[src/design/pcd_pkg.sv]
/*
 * Package for the third-channel cascade clock control: register map,
 * field positions, reset values, state and mode types.
 * Assumes a 32-bit AXI4-Lite register bus with one register per word.
 */
package pcd_pkg;
   // Register indices; byte address is four times the index
   localparam logic [9:0] IDX_UPDATE = 10'h005;
   localparam logic [9:0] IDX_CTRL   = 10'h300;
   localparam logic [9:0] IDX_FBDIVA = 10'h302;
   localparam logic [9:0] IDX_REFDIV = 10'h303;
   localparam logic [9:0] IDX_FBDIVB = 10'h304;
   localparam logic [9:0] IDX_CHDIV  = 10'h305;
   localparam logic [9:0] IDX_CMOS   = 10'h306;
   localparam logic [9:0] IDX_MULTI  = 10'h308;
   localparam logic [9:0] IDX_LORCFG = 10'h309;
   localparam logic [9:0] IDX_STATUS = 10'h30B;
   localparam int ADDR_W = 12;
   // Field positions
   localparam int UPD_BIT      = 0;
   localparam int CTRL_SYNC    = 2;
   localparam int CMOS_LVL     = 3;
   localparam int CMOS_INV     = 1;
   localparam int DRV_PD       = 0;
   localparam int MM_MODE_LSB  = 3;
   localparam int MM_POL_LSB   = 1;
   localparam int LREF_ROUTE   = 0;
   localparam int LREF_INV     = 1;
   localparam int CHB_LSB      = 4;
   // Bandwidth thresholds on the feedback divider value
   localparam logic [7:0] BW_LOW_LIMIT  = 8'h18;
   localparam logic [7:0] BW_HIGH_LIMIT = 8'h2F;
   // Reset values and bus response codes
   localparam logic [7:0] RST_REG  = 8'h00;
   localparam logic [7:0] RST_FBDV = 8'h1E;
   localparam logic [7:0] RST_RDIV = 8'h01;
   localparam logic [1:0] RESP_OK  = 2'h0;
   localparam logic [1:0] RESP_ERR = 2'h2;

   typedef enum logic [1:0] {BW_WIDE, BW_MID, BW_NARROW} pcd_bw_t;
   typedef enum logic [1:0] {MM_OFF, MM_HSTL, MM_LVDS, MM_CMOS} pcd_mm_kind_t;
   typedef enum logic [1:0] {SY_RUN, SY_HOLD, SY_WAIT} pcd_sync_t;

   typedef struct packed {
      logic [7:0] ctrl;
      logic [7:0] fbDivA;
      logic [7:0] refDiv;
      logic [7:0] fbDivB;
      logic [7:0] chDiv;
      logic [7:0] cmosCfg;
      logic [7:0] multiCfg;
      logic [7:0] lrefCfg;
   } pcd_cfg_t;

   typedef struct packed {
      logic         cmosClk;
      logic         cmos33;
      logic         multiPos;
      logic         multiNeg;
      logic         multi33;
      pcd_mm_kind_t multiKind;
   } pcd_drv_t;
endpackage

[src/design/pcd_cascade_ctrl.sv]
/*
 * Control of the cascaded two-stage clock channel: bandwidth selection,
 * stage bypass, intermediate divider, two even-ratio channel dividers,
 * lock-gated sync and two output drivers, behind an AXI4-Lite slave.
 * Assumes oscillator and reference edges arrive as one-cycle ticks
 * synchronous to clk, and lock and loss-of-reference levels likewise.
 */
`timescale 1ns/1ps
// Function
// - Feedback value picks stage bandwidth setting
// - Separate feedback registers; zero bypasses stage
// - Bypassed stages pass their input straight through
// - Intermediate divider divides first oscillator by field
// - Channel ratio 1 to 16, then divide two
// - Channel divider off with its driver
// - Sync high holds channel dividers reset, clocks blocked
// - Sync falling edge restarts divider clocks
// - Dividers restart from known zero state
// - Sync waits for both stage locks
// - Bit selects first driver 1.8/3.3 V
// - Bit inverts first driver clock
// - Bit powers down first driver alone
// - Loss-of-reference routing ignores first driver bits
// - Four-bit field selects second driver mode
// - Two-bit polarity for second driver CMOS
// - Bit powers down second driver alone
module pcd_cascade_ctrl (
   // Clock and reset
   input  wire logic                       clk,
   input  wire logic                       rst_n,
   // AXI4-Lite slave
   input  wire logic [pcd_pkg::ADDR_W-1:0] s_axi_awaddr,
   input  wire logic                       s_axi_awvalid,
   output logic                            s_axi_awready,
   input  wire logic [31:0]                s_axi_wdata,
   input  wire logic [3:0]                 s_axi_wstrb,
   input  wire logic                       s_axi_wvalid,
   output logic                            s_axi_wready,
   output logic [1:0]                      s_axi_bresp,
   output logic                            s_axi_bvalid,
   input  wire logic                       s_axi_bready,
   input  wire logic [pcd_pkg::ADDR_W-1:0] s_axi_araddr,
   input  wire logic                       s_axi_arvalid,
   output logic                            s_axi_arready,
   output logic [31:0]                     s_axi_rdata,
   output logic [1:0]                      s_axi_rresp,
   output logic                            s_axi_rvalid,
   input  wire logic                       s_axi_rready,
   // Analog side: ticks and levels
   input  wire logic                       refScaledTick,
   input  wire logic                       vcoATick,
   input  wire logic                       vcoBTick,
   input  wire logic                       lockA,
   input  wire logic                       lockB,
   input  wire logic                       lostReferenceFlag,
   // Stage control
   output pcd_pkg::pcd_bw_t                bwSelA,
   output pcd_pkg::pcd_bw_t                bwSelB,
   output logic                            bypassA,
   output logic                            bypassB,
   output logic                            pfdBRefTick,
   // Output drivers
   output pcd_pkg::pcd_drv_t               drv
);
   // Register file: staged and active copies
   pcd_pkg::pcd_cfg_t     stgQ, stgD, actQ, actD;
   logic                  awrQ, awrD, bvQ, bvD, arQ, arD, rvQ, rvD;
   logic [1:0]            brQ, brD, rrQ, rrD;
   logic [31:0]           rdQ, rdD;
   logic                  wrHit, rdHit, updPulse;
   logic [9:0]            wIdx, rIdx;
   logic [7:0]            wByte, rVal;
   pcd_pkg::pcd_sync_t    syQ, syD;
   logic                  locked, syncLvl;

   assign wIdx     = s_axi_awaddr[pcd_pkg::ADDR_W-1:2];
   assign rIdx     = s_axi_araddr[pcd_pkg::ADDR_W-1:2];
   assign wrHit    = awrQ && s_axi_awvalid && s_axi_wvalid;
   assign rdHit    = arQ && s_axi_arvalid;
   assign wByte    = s_axi_wdata[7:0];
   assign updPulse = wrHit && s_axi_wstrb[0] && wIdx == pcd_pkg::IDX_UPDATE
                     && wByte[pcd_pkg::UPD_BIT];

   function automatic logic [7:0] readReg(input logic [9:0] idx);
      case (idx)
         pcd_pkg::IDX_UPDATE: readReg = 8'h00;
         pcd_pkg::IDX_CTRL:   readReg = stgQ.ctrl;
         pcd_pkg::IDX_FBDIVA: readReg = stgQ.fbDivA;
         pcd_pkg::IDX_REFDIV: readReg = stgQ.refDiv;
         pcd_pkg::IDX_FBDIVB: readReg = stgQ.fbDivB;
         pcd_pkg::IDX_CHDIV:  readReg = stgQ.chDiv;
         pcd_pkg::IDX_CMOS:   readReg = stgQ.cmosCfg;
         pcd_pkg::IDX_MULTI:  readReg = stgQ.multiCfg;
         pcd_pkg::IDX_LORCFG: readReg = stgQ.lrefCfg;
         pcd_pkg::IDX_STATUS: readReg = {3'h0, syQ != pcd_pkg::SY_RUN, lockB, lockA,
                                         actQ.fbDivB == 8'h00, actQ.fbDivA == 8'h00};
         default:             readReg = 8'h00;
      endcase
   endfunction

   function automatic logic mapped(input logic [9:0] idx);
      mapped = idx == pcd_pkg::IDX_UPDATE || idx == pcd_pkg::IDX_CTRL
            || (idx >= pcd_pkg::IDX_FBDIVA && idx <= pcd_pkg::IDX_CMOS)
            || idx == pcd_pkg::IDX_MULTI || idx == pcd_pkg::IDX_LORCFG
            || idx == pcd_pkg::IDX_STATUS;
   endfunction

   always_comb begin
      stgD = stgQ;
      actD = actQ;
      awrD = s_axi_awvalid && s_axi_wvalid && !awrQ && !bvQ;
      bvD  = bvQ && !s_axi_bready;
      brD  = brQ;
      arD  = s_axi_arvalid && !arQ && !rvQ;
      rvD  = rvQ && !s_axi_rready;
      rrD  = rrQ;
      rdD  = rdQ;
      rVal = readReg(rIdx);
      if (wrHit) begin
         bvD = 1'b1;
         brD = mapped(wIdx) ? pcd_pkg::RESP_OK : pcd_pkg::RESP_ERR;
         if (s_axi_wstrb[0]) begin
            case (wIdx)
               pcd_pkg::IDX_CTRL:   stgD.ctrl     = wByte;
               pcd_pkg::IDX_FBDIVA: stgD.fbDivA   = wByte;
               pcd_pkg::IDX_REFDIV: stgD.refDiv   = wByte;
               pcd_pkg::IDX_FBDIVB: stgD.fbDivB   = wByte;
               pcd_pkg::IDX_CHDIV:  stgD.chDiv    = wByte;
               pcd_pkg::IDX_CMOS:   stgD.cmosCfg  = wByte;
               pcd_pkg::IDX_MULTI:  stgD.multiCfg = wByte;
               pcd_pkg::IDX_LORCFG: stgD.lrefCfg  = wByte;
               default:             stgD = stgQ;
            endcase
         end
      end
      // Copy uses the old staged set; a same-beat write lands next update
      if (updPulse) begin
         actD = stgQ;
      end
      if (rdHit) begin
         rvD = 1'b1;
         rdD = {24'h0, rVal};
         rrD = mapped(rIdx) ? pcd_pkg::RESP_OK : pcd_pkg::RESP_ERR;
      end
   end

   always_ff @(posedge clk) begin
      if (!rst_n) begin
         stgQ <= '{pcd_pkg::RST_REG, pcd_pkg::RST_FBDV, pcd_pkg::RST_RDIV,
                   pcd_pkg::RST_FBDV, pcd_pkg::RST_REG, pcd_pkg::RST_REG,
                   pcd_pkg::RST_REG, pcd_pkg::RST_REG};
         actQ <= '{pcd_pkg::RST_REG, pcd_pkg::RST_FBDV, pcd_pkg::RST_RDIV,
                   pcd_pkg::RST_FBDV, pcd_pkg::RST_REG, pcd_pkg::RST_REG,
                   pcd_pkg::RST_REG, pcd_pkg::RST_REG};
         awrQ <= 1'b0;
         bvQ  <= 1'b0;
         brQ  <= pcd_pkg::RESP_OK;
         arQ  <= 1'b0;
         rvQ  <= 1'b0;
         rrQ  <= pcd_pkg::RESP_OK;
         rdQ  <= 32'h0000_0000;
      end else begin
         stgQ <= stgD;
         actQ <= actD;
         awrQ <= awrD;
         bvQ  <= bvD;
         brQ  <= brD;
         arQ  <= arD;
         rvQ  <= rvD;
         rrQ  <= rrD;
         rdQ  <= rdD;
      end
   end

   assign s_axi_awready = awrQ;
   assign s_axi_wready  = awrQ;
   assign s_axi_bvalid  = bvQ;
   assign s_axi_bresp   = brQ;
   assign s_axi_arready = arQ;
   assign s_axi_rvalid  = rvQ;
   assign s_axi_rresp   = rrQ;
   assign s_axi_rdata   = rdQ;

   // Sync sequencer and dividers
   logic [7:0]       midCntQ, midCntD;
   logic             midTickQ, midTickD, midSrc, chSrc, lrefRoute;
   logic [1:0][3:0]  cntQ, cntD;
   logic [1:0]       phQ, phD, chPd;

   assign locked   = lockA && lockB;
   assign syncLvl  = actQ.ctrl[pcd_pkg::CTRL_SYNC];
   assign lrefRoute = actQ.lrefCfg[pcd_pkg::LREF_ROUTE];
   assign midSrc   = (actQ.fbDivA == 8'h00) ? refScaledTick : vcoATick;
   assign chSrc    = (actQ.fbDivB == 8'h00) ? midTickQ : vcoBTick;
   assign chPd[0]  = !lrefRoute && actQ.cmosCfg[pcd_pkg::DRV_PD];
   assign chPd[1]  = actQ.multiCfg[pcd_pkg::DRV_PD];

   always_comb begin
      syD = syQ;
      case (syQ)
         pcd_pkg::SY_RUN:  if (syncLvl) syD = pcd_pkg::SY_HOLD;
         pcd_pkg::SY_HOLD: if (!syncLvl) syD = locked ? pcd_pkg::SY_RUN
                                                        : pcd_pkg::SY_WAIT;
         pcd_pkg::SY_WAIT: begin
            if (syncLvl) syD = pcd_pkg::SY_HOLD;
            else if (locked) syD = pcd_pkg::SY_RUN;
         end
         default:          syD = pcd_pkg::SY_RUN;
      endcase
      midCntD  = midCntQ;
      midTickD = 1'b0;
      // Factor 0 and 1 both pass every edge
      if (midSrc) begin
         if (midCntQ + 8'h01 >= actQ.refDiv) begin
            midCntD  = 8'h00;
            midTickD = 1'b1;
         end else begin
            midCntD = midCntQ + 8'h01;
         end
      end
   end

   generate
      for (genvar ch = 0; ch < 2; ch++) begin : g_chan
         logic [3:0] ratio;
         assign ratio = ch == 0 ? actQ.chDiv[3:0]
                                : actQ.chDiv[pcd_pkg::CHB_LSB+3:pcd_pkg::CHB_LSB];
         always_comb begin
            cntD[ch] = cntQ[ch];
            phD[ch]  = phQ[ch];
            if (syQ != pcd_pkg::SY_RUN || chPd[ch]) begin
               cntD[ch] = 4'h0;
               phD[ch]  = 1'b0;
            end else if (chSrc) begin
               if (cntQ[ch] == ratio) begin
                  cntD[ch] = 4'h0;
                  phD[ch]  = !phQ[ch];
               end else begin
                  cntD[ch] = cntQ[ch] + 4'h1;
               end
            end
         end
      end
   endgenerate

   always_ff @(posedge clk) begin
      if (!rst_n) begin
         syQ      <= pcd_pkg::SY_RUN;
         midCntQ  <= 8'h00;
         midTickQ <= 1'b0;
         cntQ     <= '0;
         phQ      <= 2'b00;
      end else begin
         syQ      <= syD;
         midCntQ  <= midCntD;
         midTickQ <= midTickD;
         cntQ     <= cntD;
         phQ      <= phD;
      end
   end

   // Output drivers and stage controls
   pcd_pkg::pcd_bw_t  bwAQ, bwAD, bwBQ, bwBD;
   pcd_pkg::pcd_drv_t drvQ, drvD;
   logic              byAQ, byAD, byBQ, byBD;
   logic [3:0]        mode;
   logic [1:0]        pol;

   function automatic pcd_pkg::pcd_bw_t bwPick(input logic [7:0] n);
      if (n < pcd_pkg::BW_LOW_LIMIT) bwPick = pcd_pkg::BW_WIDE;
      else if (n <= pcd_pkg::BW_HIGH_LIMIT) bwPick = pcd_pkg::BW_MID;
      else bwPick = pcd_pkg::BW_NARROW;
   endfunction

   assign mode = actQ.multiCfg[pcd_pkg::MM_MODE_LSB+3:pcd_pkg::MM_MODE_LSB];
   assign pol  = actQ.multiCfg[pcd_pkg::MM_POL_LSB+1:pcd_pkg::MM_POL_LSB];

   always_comb begin
      bwAD = bwPick(actQ.fbDivA);
      bwBD = bwPick(actQ.fbDivB);
      byAD = actQ.fbDivA == 8'h00;
      byBD = actQ.fbDivB == 8'h00;
      drvD = '0;
      if (lrefRoute) begin
         // Driver bits ignored: plain 1.8 V, normal sense, powered
         drvD.cmosClk = lostReferenceFlag ^ actQ.lrefCfg[pcd_pkg::LREF_INV];
      end else if (!actQ.cmosCfg[pcd_pkg::DRV_PD]) begin
         drvD.cmos33  = actQ.cmosCfg[pcd_pkg::CMOS_LVL];
         drvD.cmosClk = phQ[0] ^ actQ.cmosCfg[pcd_pkg::CMOS_INV];
      end
      // Undefined codes leave the pins quiet rather than guess a format
      if (!actQ.multiCfg[pcd_pkg::DRV_PD]) begin
         case (mode)
            4'h1, 4'h2: begin
               drvD.multiKind = mode == 4'h1 ? pcd_pkg::MM_HSTL : pcd_pkg::MM_LVDS;
               drvD.multiPos  = phQ[1];
               drvD.multiNeg  = !phQ[1];
            end
            4'h4, 4'h5, 4'h6, 4'hC, 4'hD, 4'hE: begin
               drvD.multiKind = pcd_pkg::MM_CMOS;
               drvD.multi33   = mode[3];
               drvD.multiPos  = mode[1:0] != 2'h2 && (phQ[1] ^ pol[1]);
               drvD.multiNeg  = mode[1:0] != 2'h1 && (phQ[1] ^ !pol[0]);
            end
            default: drvD.multiKind = pcd_pkg::MM_OFF;
         endcase
      end
   end

   always_ff @(posedge clk) begin
      if (!rst_n) begin
         bwAQ     <= pcd_pkg::BW_MID;
         bwBQ     <= pcd_pkg::BW_MID;
         byAQ     <= 1'b0;
         byBQ     <= 1'b0;
         drvQ     <= '0;
      end else begin
         bwAQ     <= bwAD;
         bwBQ     <= bwBD;
         byAQ     <= byAD;
         byBQ     <= byBD;
         drvQ     <= drvD;
      end
   end

   assign bwSelA      = bwAQ;
   assign bwSelB      = bwBQ;
   assign bypassA     = byAQ;
   assign bypassB     = byBQ;
   assign pfdBRefTick = midTickQ;
   assign drv         = drvQ;

   property p_bw;
      @(posedge clk) disable iff (!rst_n)
      actQ.fbDivA < 8'h18 |=> bwSelA == pcd_pkg::BW_WIDE && $past(actQ.fbDivA) < 8'h18;
   endproperty
   a_bw: assert property (p_bw) else $error("stage A bandwidth wrong");

   property p_bypass;
      @(posedge clk) disable iff (!rst_n)
      actQ.fbDivB == 8'h00 && $stable(actQ.fbDivB) |=> bypassB;
   endproperty
   a_bypass: assert property (p_bypass) else $error("stage B not bypassed");

   property p_update;
      @(posedge clk) disable iff (!rst_n)
      updPulse |=> actQ == $past(stgQ);
   endproperty
   a_update: assert property (p_update) else $error("update did not copy");

   property p_hold;
      @(posedge clk) disable iff (!rst_n)
      syncLvl ##1 syncLvl |-> ##1 cntQ == '0 && phQ == 2'b00;
   endproperty
   a_hold: assert property (p_hold) else $error("dividers run during sync");

   property p_release;
      @(posedge clk) disable iff (!rst_n)
      syQ == pcd_pkg::SY_HOLD && !syncLvl && locked |=> syQ == pcd_pkg::SY_RUN;
   endproperty
   a_release: assert property (p_release) else $error("no restart on fall");

   property p_gate;
      @(posedge clk) disable iff (!rst_n)
      syQ == pcd_pkg::SY_WAIT && !locked |=> syQ != pcd_pkg::SY_RUN;
   endproperty
   a_gate: assert property (p_gate) else $error("sync ran before lock");

   property p_lorpin;
      @(posedge clk) disable iff (!rst_n)
      lrefRoute |=> drv.cmosClk == $past(lostReferenceFlag ^ actQ.lrefCfg[pcd_pkg::LREF_INV])
                    && !drv.cmos33;
   endproperty
   a_lorpin: assert property (p_lorpin) else $error("reference flag pin wrong");

   property p_cmospd;
      @(posedge clk) disable iff (!rst_n)
      !lrefRoute && actQ.cmosCfg[pcd_pkg::DRV_PD] |=> !drv.cmosClk && phQ[0] == 1'b0;
   endproperty
   a_cmospd: assert property (p_cmospd) else $error("first driver not down");

   property p_chpd;
      @(posedge clk) disable iff (!rst_n)
      chPd[1] |=> cntQ[1] == 4'h0 && phQ[1] == 1'b0;
   endproperty
   a_chpd: assert property (p_chpd) else $error("second divider runs powered down");

   property p_mmoff;
      @(posedge clk) disable iff (!rst_n)
      mode == 4'h0 |=> !drv.multiPos && !drv.multiNeg && drv.multiKind == pcd_pkg::MM_OFF;
   endproperty
   a_mmoff: assert property (p_mmoff) else $error("second driver not off");
endmodule

[config.mk]
export PLATFORM = sky130hd
export DESIGN_NAME = pcd_cascade_ctrl
export DESIGN_NICKNAME = d
export VERILOG_FILES = /design/src/design/pcd_pkg.sv /design/src/design/pcd_cascade_ctrl.sv
export SDC_FILE = /design/constraint.sdc
export NUM_CORES = 1
export LEC_CHECK = 0
export BUFFER_PORTS_ARGS = -buffer_cell sky130_fd_sc_hd__buf_2
export CAP_MARGIN = 10
export CORE_MARGIN = 4
export CORE_UTILIZATION = 44
export CTS_CLUSTER_DIAMETER = 100
export DETAILED_ROUTE_END_ITERATION = 16
export PLACE_DENSITY = 0.65
export SETUP_SLACK_MARGIN = 0.02
export SYNTH_ARGS = -nofsm -noshare
export SYNTH_HDL_FRONTEND = slang
export SYNTH_SLANG_ARGS = --single-unit
[constraint.sdc]
create_clock -name clk -period 3 [get_ports clk]
set_input_delay 0.6 -clock clk [delete_from_list [all_inputs] [get_ports clk]]
set_output_delay 0.6 -clock clk [all_outputs]
set_load 0.005 [all_outputs]
## After elaboration in Yosys (flattened, before gate mapping)

Cells that the tools add are included.

| word-level totals | value |
|---|---|
| flip-flop bits (word level) | 162 |
| bits of input ports | 73 |
| output and inout bits | 55 |
| word-level logic and storage cells | 189 |

| cells by class | value |
|---|---|
| $add $sub $neg | 3 |
| magnitude comparators | 9 |
| equal/unequal tests | 37 |
| muxes and demuxes | 26 |
| bitwise logic cells | 6 |
| reductions and logical operators | 66 |

Operators by type and width:

| cell | count |
|---|---|
| 10-bit == test, second input constant | 18 |
| 8-bit one-hot mux with 9 select lines | 1 |
| 3-bit AND reduction | 9 |
| 2-bit 2-to-1 mux | 11 |
| 10-bit by 3-bit == test with 1-bit output, second input constant | 2 |
| 10-bit greater-or-equal comparator, second input constant | 2 |
| 10-bit <= comparator, second input constant | 2 |
| 1-bit logical AND | 19 |
| 8-bit by 6-bit <= comparator with 1-bit output, second input constant | 2 |
| 8-bit zero test | 2 |
| 8-bit by 5-bit less-than comparator with 1-bit output, second input constant | 2 |
| 4-bit by 3-bit == test with 1-bit output, second input constant | 3 |
| 4-bit == test, second input constant | 3 |
| 1-bit logical OR | 12 |
| 2-bit OR reduction | 6 |
| 1-bit zero test | 10 |
| 4-bit by 1-bit adder with 4-bit output, second input constant | 2 |
| 8-bit by 1-bit adder with 8-bit output, second input constant | 1 |
| 4-bit == test | 2 |
| 8-bit greater-or-equal comparator | 1 |
| 1-bit 2-to-1 mux | 8 |
| 4-bit 2-to-1 mux | 2 |
| 8-bit 2-to-1 mux | 1 |
| 2-bit one-hot mux with 2 select lines | 2 |
| 15 further kinds | 24 |

## Longest topological paths before layout

Gate-level depths: netlist of the first run.

| logic depth | value |
|---|---|
| word-level depth | 7 |
| gate-level depth with buffers | 10 |
| depth with buffers taken out | 10 |

## Least setup slack after synthesis of the first run

OpenSTA, ideal clock, no wires.

| timing | value |
|---|---|
| path type | reg-to-reg |
| start point | reg midCntQ[0] |
| end point | reg midCntQ[5] |
| library setup time | 0.075 ns |
| arrival time | 2.191 ns |
| required time | 2.925 ns |
| setup slack | 0.734 ns |
| stages on the path, launching flop included | 11 |
| buffers on the path | 0 |
| clock period less this slack | 2.266 ns |
| cells stage by stage | dfxtp_1 ha_1 nand3_1 nor2_1 xor2_1 ha_1 nand2_1 o21ai_0 a21oi_1 nand2_1 o22ai_1 |

| on the way | value |
|---|---|
| longest elaborated chain between the ends | 3 |

Ends and longest elaborated chain:

| element | RTL line | text |
|---|---|---|
| from (decl) | pcd_cascade_ctrl.sv:185 | `logic [7:0] midCntQ, midCntD;` |
| from (signal assigned) | pcd_cascade_ctrl.sv:255 | `midCntQ <= midCntD;` |
| 8-bit by 1-bit adder with 8-bit output * | pcd_cascade_ctrl.sv:214, pcd_cascade_ctrl.sv:218 |  |
| 8-bit greater-or-equal comparator | pcd_cascade_ctrl.sv:214 | `if (midCntQ + 8'h01 >= actQ.refDiv) begin` |
| 8-bit 2-to-1 mux * | pcd_cascade_ctrl.sv:214 |  |

Mark *: on every way between the ends. The rest lies on a longest branch, timed or not.
A chain may end at the register's enable or synchronous reset.

## Final worst setup path of the first run

Ends and elaborated chain as after synthesis.

==> results of run 1 <==
-- how the worst max path moves through the flow --
stage                          from          to  cells after the start
CTS                      midCntQ[0]  midCntQ[5]                     11
floorplan                midCntQ[0]  midCntQ[5]                     10
detailed placement  s_axi_awaddr[6]    stgQ[18]                      6
global route             midCntQ[0]  midCntQ[5]                     11
global placement    s_axi_awaddr[6]    stgQ[22]                      6
finish                   midCntQ[0]  midCntQ[5]                     11
-- final cells by class --
class	count	area, um^2
Sequential cell	157	3140
Multi-Input combinational cell	644	3700
Tap cell	216	270
Clock inverter	15	186
Fill cell	1550	7780
Clock buffer	17	425
Inverter	14	52.6
Timing Repair Buffer	86	495
-- metrics by stage --
step	total power [mW]	setup slack [ps]	hold WS, ps	area (um^2)
finish	4.59	676	409	8270
floorplan	2.32	734	421	7380
global route	4.74	459	400	8270
global placement	2.39	455	431	7660
detailed placement	2.39	375	433	7660
CTS	4.63	678	397	8270
-- placed cells by master (no fill, tap or decap), types with 22 or more instances in the layout --
| cell type | netlist | layout |
|---|---|---|
| xnor2_1 | 22 | 22 |
| nand3_1 | 66 | 66 |
| o21ai_0 | 40 | 40 |
| conb_1 | 1 | 26 |
| a21oi_1 | 72 | 72 |
| buf_2 | 10 | 70 |
| mux2i_1 | 36 | 36 |
| nor2_1 | 56 | 56 |
| dfxtp_1 | 157 | 157 |
| nand2_1 | 160 | 160 |
-- cell families after synthesis --
group           after synthesis  synth area share, %
simple gates                361                 23.5
buf+inv                      97                 7.43
xor+xnor                     27                 3.24
other cells                   1               0.0514
fa+ha+maj                    11                 1.89
compound gates              177                 14.9
flops                       157                 43.1
mux                          42                 5.87
-- layer usage --
metal  GRT usage (%)  routed length (um)
met1            28.3                8610
met2            31.9                8600
met3            4.34                1140
met4            7.22                 287
met5               0                   0
-- power groups by stage --
stage          clock (mW)  sequential, mW  combinational, mW
4_1_cts              2.28            2.11              0.235
6_report             2.24            2.11              0.237
3_5_place_dp            0            2.16              0.234
5_1_grt              2.37            2.11              0.263
3_3_place_gp            0            2.16              0.233
2_1_floorplan           0            2.16              0.168
-- registers in the layout, summed over array words and instances (netlist names), 2 cells and up --
name         flops
actQ            45
bwSelA           2
bwSelB           2
cntQ             8
drv              7
midCntQ          8
phQ              2
s_axi_rdata      8
stgQ            64
syQ              2
-- worst max-delay path: stages (launching register included) --
cell,delay (ps)
dfxtp_1,420
ha_1,250
nand3_1,160
nor2_1,180
xor2_1,210
ha_1,260
nand2_1,80
o21ai_0,90
a21oi_1,120
buf_4,180
nand2_1,130
o22ai_1,180
==> metrics.yaml, run 1 <==
status: "completed"
die_h_um: 137
grt.overflow.total: 0
vias_per_cell: 5.39
hold_end: "syQ[1]"
start_util_pct: 45.4
ys_ff_latch: 157
synthFlopType: "dfxtp_1"
place.gp.congestion: 0.879
initialDrtViolationCount: 462
grt_pass1_wl_mm: 29.9
instances_no_fill: 1149
ioPinCount: 128
cp_max_fo: 10
avgSynthCellArea_um2: 8.35
rows: 46
critical_path_required_ps: 3350
synth-async-reset-ratio_pct: 0
globalRouteTotalUtil_pct: 20.5
cts_max_level: 4
hpwl_mm: 13.4
tightest_slew_ps: 913
worstSetupEndpointType: "register"
crit_type: "register to register"
synth.distinct_cells: 59
synth-edff-count: 0
finish.utilization_pct: 51.5
p_seq_share_pct: 46.0
portBuffers: 70
diodes: 0
cts_hold_buf: 0
yosysMostFrequentCell: "nand2_1"
insertion_delay_ps: 430
hold_viol_final: 0
fin_crit_sh_pct: 77.5
fmax_mhz: 430
cts_buffer_depth: 2
grt_pass1_vias: 5730
holdCritPathClass: "input pin to register"
wl_per_cell_um: 16.2
antenna_found_initial: 0
drt_wl_total_mm: 18.6
synthTopCellsByCount: "nand2_1, dfxtp_1, a21oi_1, nand3_1, nor2_1"
synth_cells: 873
postCtsResizedCells: 0
reg2reg_depth: 11
worstHoldStart: "lockB"
coreArea_um2: 16100
num_vias: 6189
fin_tns_setup_ps: 0
switching_share_pct: 23.7
rr_startpoint: "midCntQ[0]"
p_leak_nw: 3.21
r2r_slack_ps: 680
clk_pin_slew_worst_paths_ps: 60
yosysWarnings: 0
period_needed_ps: 2320
layout-drive-gt1-share_pct: 15.4
drc: 0
timing.slew.headroom_pct: 38.6
syn2layout_area_growth_pct: 13.5
cts_tree: "yes"
nNetsFinal: 1004
peakVddDrop_uv: 457
yosysTopAreaCell: "dfxtp_1"
clock_skew_ps: 9.75
ant_nets: 0
cts_setup_buffers: 0
cts_buffers: 17
fp.dieArea_um2: 18700
placedCellCount: 1117
rsz0062_at_grt: "false"
p_per_area_nw_per_um2: 555
max-cap-violations: 0
finalSetupViolations: 0
power_switching_mw: 1.09
r2r_end: "midCntQ[5]"
clockRootBuffer: "clkbuf_16"
ys_seq_area_share_pct: 43.1
synthTopCellsByArea: "dfxtp_1, nand2_1, a21oi_1"
clkPwrFrac_pct: 48.8
dieWidth_um: 137
first_pass_iters: 7
grt_max_degree: 62
p_int_mw: 3.50
share_comb_of_total_power_pct: 5.2
syn_area_um2: 7290
finalMaxSlewViolations: 0
cts_sinks: 157
cp-start-kind: "register"
synth_top_cell_area_share_pct: 43.1
worstPathArrival_ps: 2670
hold_path_depth: 2
Power figures use the tool's default switching activity.
==> inputs of run 2 (changes only) <==
- ABC_AREA: default -> 1
- clock period: 3 -> 2.2 ns (I/O delays scaled with it)
==> run 2 against run 1 <==
Effect of this change:
- sequential power is 37% higher
- clock power up 37%
- maximum frequency is 6.8% higher
- via count is 6.6% higher
- critical endpoint is now midCntQ[2]
- wire length rose by 2.1%
==> metrics.yaml, run 2 <==
coreArea_um2: 16600
synth_cells: 1011
clockRootBuffer: "clkbuf_16"
holdCritPathClass: "input pin to register"
worstSetupEndpointType: "register"
synthTopCellsByCount: "nor2_1, nand2_1, dfxtp_1, inv_1, nand3_1"
p_per_area_nw_per_um2: 738
worstHoldStart: "s_axi_arvalid"
rr_startpoint: "midCntQ[1]"
final_cell_mix: "nor2_1, nand2_1, dfxtp_1, inv_1, buf_2"
hold_viol_final: 0
fp.dieArea_um2: 19100
grt_max_degree: 59
first_pass_iters: 5
critical_path_required_ps: 2550
drc: 0
max-cap-violations: 0
ant_nets: 0
antenna_found_initial: 0
timing.slew.headroom_pct: 53.9
finalSetupViolations: 0
dieWidth_um: 138
crit_slowest_cell: "dfxtp_4"
critPathLaunch: "midCntQ[1]"
cts_sinks: 157
final_common_cell: "nor2_1"
worstPathArrival_ps: 2530
vias_per_cell: 5.04
wl_per_cell_um: 14.5
nNetsFinal: 1166
status: "completed"
ioPinCount: 128
rows: 47
largest_register: "stgQ"
grt_pass1_wl_mm: 31.2
fmax_mhz: 460
power_switching_mw: 1.41
p_seq_share_pct: 45.4
portBuffers: 70
tightest_slew_ps: 692
globalRouteTotalUtil_pct: 20.0
p_leak_nw: 4.01
drt_wl_total_mm: 19.0
grt.overflow.total: 0
p_int_mw: 4.98
layout-drive-gt1-share_pct: 16.1
synthFlopType: "dfxtp_1"
avgSynthCellArea_um2: 7.36
cts_max_level: 4
cts_tree: "yes"
synth-async-reset-ratio_pct: 0
diodes: 0
fin_tns_setup_ps: 0
clock_skew_ps: 10.8
crit_type: "register to register"
cts_setup_buffers: 0
synth.distinct_cells: 45
rsz0062_at_grt: "true"
cts_buffers: 17
fin_crit_sh_pct: 98.9
peakVddDrop_uv: 467
total_power_mw: 6.38
initialDrtViolationCount: 354
clk_pin_slew_worst_paths_ps: 60
fillers: 1627
yosysTopAreaCell: "dfxtp_1"
yosysMostFrequentCell: "nor2_1"
hpwl_mm: 13.7
largest_reg_flops: 64
synth_top_cell_area_share_pct: 42.2
place.gp.congestion: 0.940
cp_max_fo: 5
share_comb_of_total_power_pct: 6.5
die_h_um: 138
clkPwrFrac_pct: 48.1
cpPeakStageDelay_ps: 380
r2r_slack_ps: 20
cp-start-kind: "register"
ys_seq_area_share_pct: 42.2
ys_ff_latch: 157
grt_pass1_vias: 6046
synthTopCellsByArea: "dfxtp_1, nor2_1, nand2_1"
finalMaxSlewViolations: 0
synth-edff-count: 0
cts_buffer_depth: 2
switching_share_pct: 22.0
reg.largest.list: "stgQ x64, actQ x45"
start_util_pct: 44.9
yosysWarnings: 0
num_vias: 6597
syn_area_um2: 7440
period_needed_ps: 2180
syn2layout_area_growth_pct: 16.2
insertion_delay_ps: 420
crit_chain: "ha_4, nand3_2, nand3b_1, xnor2_2, ha_1, nand2_1, nor2_1, nor3_1, nand2_1, a21oi_2, buf_6, nand2_2, a21oi_2"
-- run 2: critical path, delay by kind of cell, from the launching register on --
| family | cells | cell delay (ps) |
|---|---|---|
| simple gates | 7 | 690 |
| fa+ha+maj | 2 | 430 |
| flops | 1 | 380 |
| compound gates | 2 | 290 |
| xor+xnor | 1 | 170 |
| buf+inv | 1 | 140 |
-- run 2: through the flow --
stage / hold WS (ps) / instances / util [%] / setup WS, ps / area, um^2
CTS: 237 / 1310 / 51.6 / 22.9 / 8560
global route: 258 / 1310 / 52.1 / -129 / 8650
detailed placement: 432 / 1283 / 48.0 / 42.6 / 7950
floorplan: 419 / 1036 / - / 149 / 7540
finish: 251 / 1310 / 52.1 / 24.3 / 8650
global placement: 429 / 1283 / 48.0 / 93.4 / 7950
-- run 2: what timing repair did --
| item | 4_1_cts | 5_1_grt |
|---|---|---|
| setup endpoints to repair | 0 | 9 |
| hold buffers | 0 | 0 |
| resized for setup | 0 | 23 |
-- run 2: area by class of cell --
class	instances	area [um^2]	area share, %
clock buffers	18	429	4.96
repair buffers	94	559	6.47
inverters	93	349	4.04
clock inverters	9	173	2.00
multi-input cells	719	3710	42.9
well taps	220	275	3.18
flip-flops and latches	157	3150	36.5
-- run 2: power groups by stage --
| stage | clock network (mW) | registers, mW | logic (mW) |
|---|---|---|---|
| 2_1_floorplan | 0 | 2.95 | 0.272 |
| 3_3_place_gp | 0 | 2.95 | 0.396 |
| 4_1_cts | 3.12 | 2.89 | 0.401 |
| 6_report | 3.07 | 2.90 | 0.416 |
| 5_1_grt | 3.23 | 2.90 | 0.467 |
| 3_5_place_dp | 0 | 2.95 | 0.400 |
-- run 2: per-layer routing --
layer	vias up	global-route usage, %	part of all wire (%)
li1	3422	-	-
met1	2979	26.9	47
met2	167	31.9	45
met3	29	4.07	5.4
met4	0	7.75	2.1
met5	-	0	0
-- run 2: path summary, 6_finish.rpt --
check	end	depth (start not counted)
worst max-delay path	midCntQ[2]	13
worst min-delay path	s_axi_arready	3
worst max register to register	midCntQ[2]	13
worst min register to register	s_axi_arready	1
-- run 2: cell families after synthesis --
kind of cell	share of synthesized area [%]
buffers and inverters	10.4
xor gates and xnor gates	2.00
AOI/OAI and AO/OA	14.7
DFF	42.2
and+or+nand+nor	28.8
other	0.0504
adders and majority gates	1.85
==> inputs of run 3 (changes only) <==
- BUFFER_PORTS_ARGS: -buffer_cell sky130_fd_sc_hd__buf_2 -> -buffer_cell sky130_fd_sc_hd__buf_4
==> run 3 against run 2 <==
Effect of this change:
- register-to-register slack improved by 50 ps
- critical path type unchanged
- maximum frequency increased by 2.5%
- critical path depth increased by 2
- critical endpoint is now midCntQ[0]
- clock skew decreased by 3.3 ps
- largest power group unchanged
- wire length increased by 1.2%
- flip-flop and latch count unchanged
- highest routed layer unchanged
- via count increased by 0.89%
- non-clock buffer count decreased by 5
==> metrics.yaml, run 3 (synthesis gave the netlist of run 2 again) <==
grt_max_degree: 76
fin_crit_sh_pct: 96.5
p_per_area_nw_per_um2: 717
vias_per_cell: 5.08
diodes: 0
period_needed_ps: 2120
preCtsSetupSlack_ps: 41.6
reg.largest.list: "stgQ x64, actQ x45"
finalSetupViolations: 0
rsz0062_at_grt: "true"
total_power_mw: 6.29
layout-drive-gt1-share_pct: 15.6
p_leak_nw: 4.02
antenna_found_initial: 0
ant_nets: 0
final_cell_mix: "nor2_1, nand2_1, dfxtp_1, inv_1, buf_4"
drt_wl_total_mm: 19.3
fmax_mhz: 471
worstHoldStart: "s_axi_arvalid"
tightest_slew_ps: 656
fin_tns_setup_ps: 0
fillers: 1679
final_common_cell: "nor2_1"
cp-start-kind: "register"
start_util_pct: 44.9
critPathLaunch: "midCntQ[1]"
dieWidth_um: 138
clockRootBuffer: "clkbuf_16"
rows: 47
hold_viol_final: 0
cp_max_fo: 4
wl_per_cell_um: 14.7
grt_pass1_vias: 5980
fin_ws_ps: 76.5
post_dp_cell_area_um2: 8100
r2r_end: "midCntQ[0]"
rr_startpoint: "midCntQ[1]"
peakVddDrop_uv: 552
crit_type: "register to register"
worstPathArrival_ps: 2460
grt.overflow.total: 0
finish.utilization_pct: 52.9
globalRouteTotalUtil_pct: 19.9
timing.slew.headroom_pct: 56.3
placedCellCount: 1277
finalMaxSlewViolations: 0
largest_reg_flops: 64
clock_skew_ps: 7.56
critical_path_required_ps: 2540
drc: 0
max-cap-violations: 0
cts_buffers: 17
cts_buffer_depth: 2
initialDrtViolationCount: 412
status: "completed"
fp.dieArea_um2: 19100
first_pass_iters: 5
hpwl_mm: 13.8
holdCritPathClass: "input pin to register"
ioPinCount: 128
largest_register: "stgQ"
hold_slack_ps: 257
cts_tree: "yes"
cts_hold_buf: 0
num_vias: 6656
stdcell_area_um2: 8770
place.gp.congestion: 0.908
die_h_um: 138
nNetsFinal: 1161
worstSetupEndpointType: "register"
syn2layout_area_growth_pct: 17.9
clk_pin_slew_worst_paths_ps: 60
grt_pass1_wl_mm: 30.9
portBuffers: 70
instances_no_fill: 1310
r2r_slack_ps: 80
crit_path_end: "midCntQ[0]"
cts_sinks: 157
reg2reg_depth: 15
cts_max_level: 4
insertion_delay_ps: 420
coreArea_um2: 16600
[run 3: cell types whose count changed in the layout (fill, tap and decap cells not counted), moves of 2 or more]
cell	change
clkbuf_1	+2
nand2_1	+2
bufinv_16	-2
nand2_2	-2
clkinv_4	+2
buf_2	-70
buf_4	+64
[run 3: worst max-delay path, stage by stage, from the launching register on]
cell and delay (ps):
dfxtp_4 370, nand3_4 80, inv_2 60, nand3_2 80
nor2_2 110, nand2_1 80, xnor2_2 160, ha_1 290
nand2_1 90, nor2_1 50, nor3_1 130, nand2_1 80
a21oi_2 150, buf_4 160, nand2_1 50, a21oi_1 100
[run 3: worst min-delay path by stage]
| stage | endpoint | depth (start not counted) |
|---|---|---|
| floorplan | syQ[1] | 1 |
| global placement | s_axi_arready | 1 |
| detailed placement | syQ[1] | 1 |
| CTS | s_axi_arready | 3 |
| global route | s_axi_rvalid | 4 |
| finish | s_axi_arready | 3 |
[run 3: what timing repair did]
item / CTS / global route
setup endpoints to repair: 0 / 9
setup buffers: 0 / 0
resized for setup: 0 / 20
[run 3: report_power, final]
group          switching [mW]  internal, mW  total [mW]  leakage [nW]
clock network            1.15          1.81        2.96         0.287
logic                   0.275         0.162       0.436          2.47
registers              0.0292          2.87        2.90          1.27
total                    1.45          4.84        6.29          4.02
[run 3: layout make-up]
type / count / area, um^2 / area share, %
multi-input cells: 719 / 3690 / 42.1
flip-flops and latches: 157 / 3150 / 35.9
repair buffers: 89 / 709 / 8.09
clock buffers: 21 / 450 / 5.13
inverters: 93 / 349 / 3.98
well taps: 220 / 275 / 3.14
clock inverters: 11 / 143 / 1.63
[run 3: per-layer routing]
| layer | wire, um | part of all wire (%) | vias up | track usage, % |
|---|---|---|---|---|
| li1 | - | - | 3415 | - |
| met4 | 375 | 1.9 | 0 | 6.92 |
| met3 | 1150 | 6.0 | 26 | 4.11 |
| met1 | 9030 | 47 | 3031 | 27.1 |
| met2 | 8700 | 45 | 184 | 31.6 |
| met5 | 0 | 0 | - | 0 |
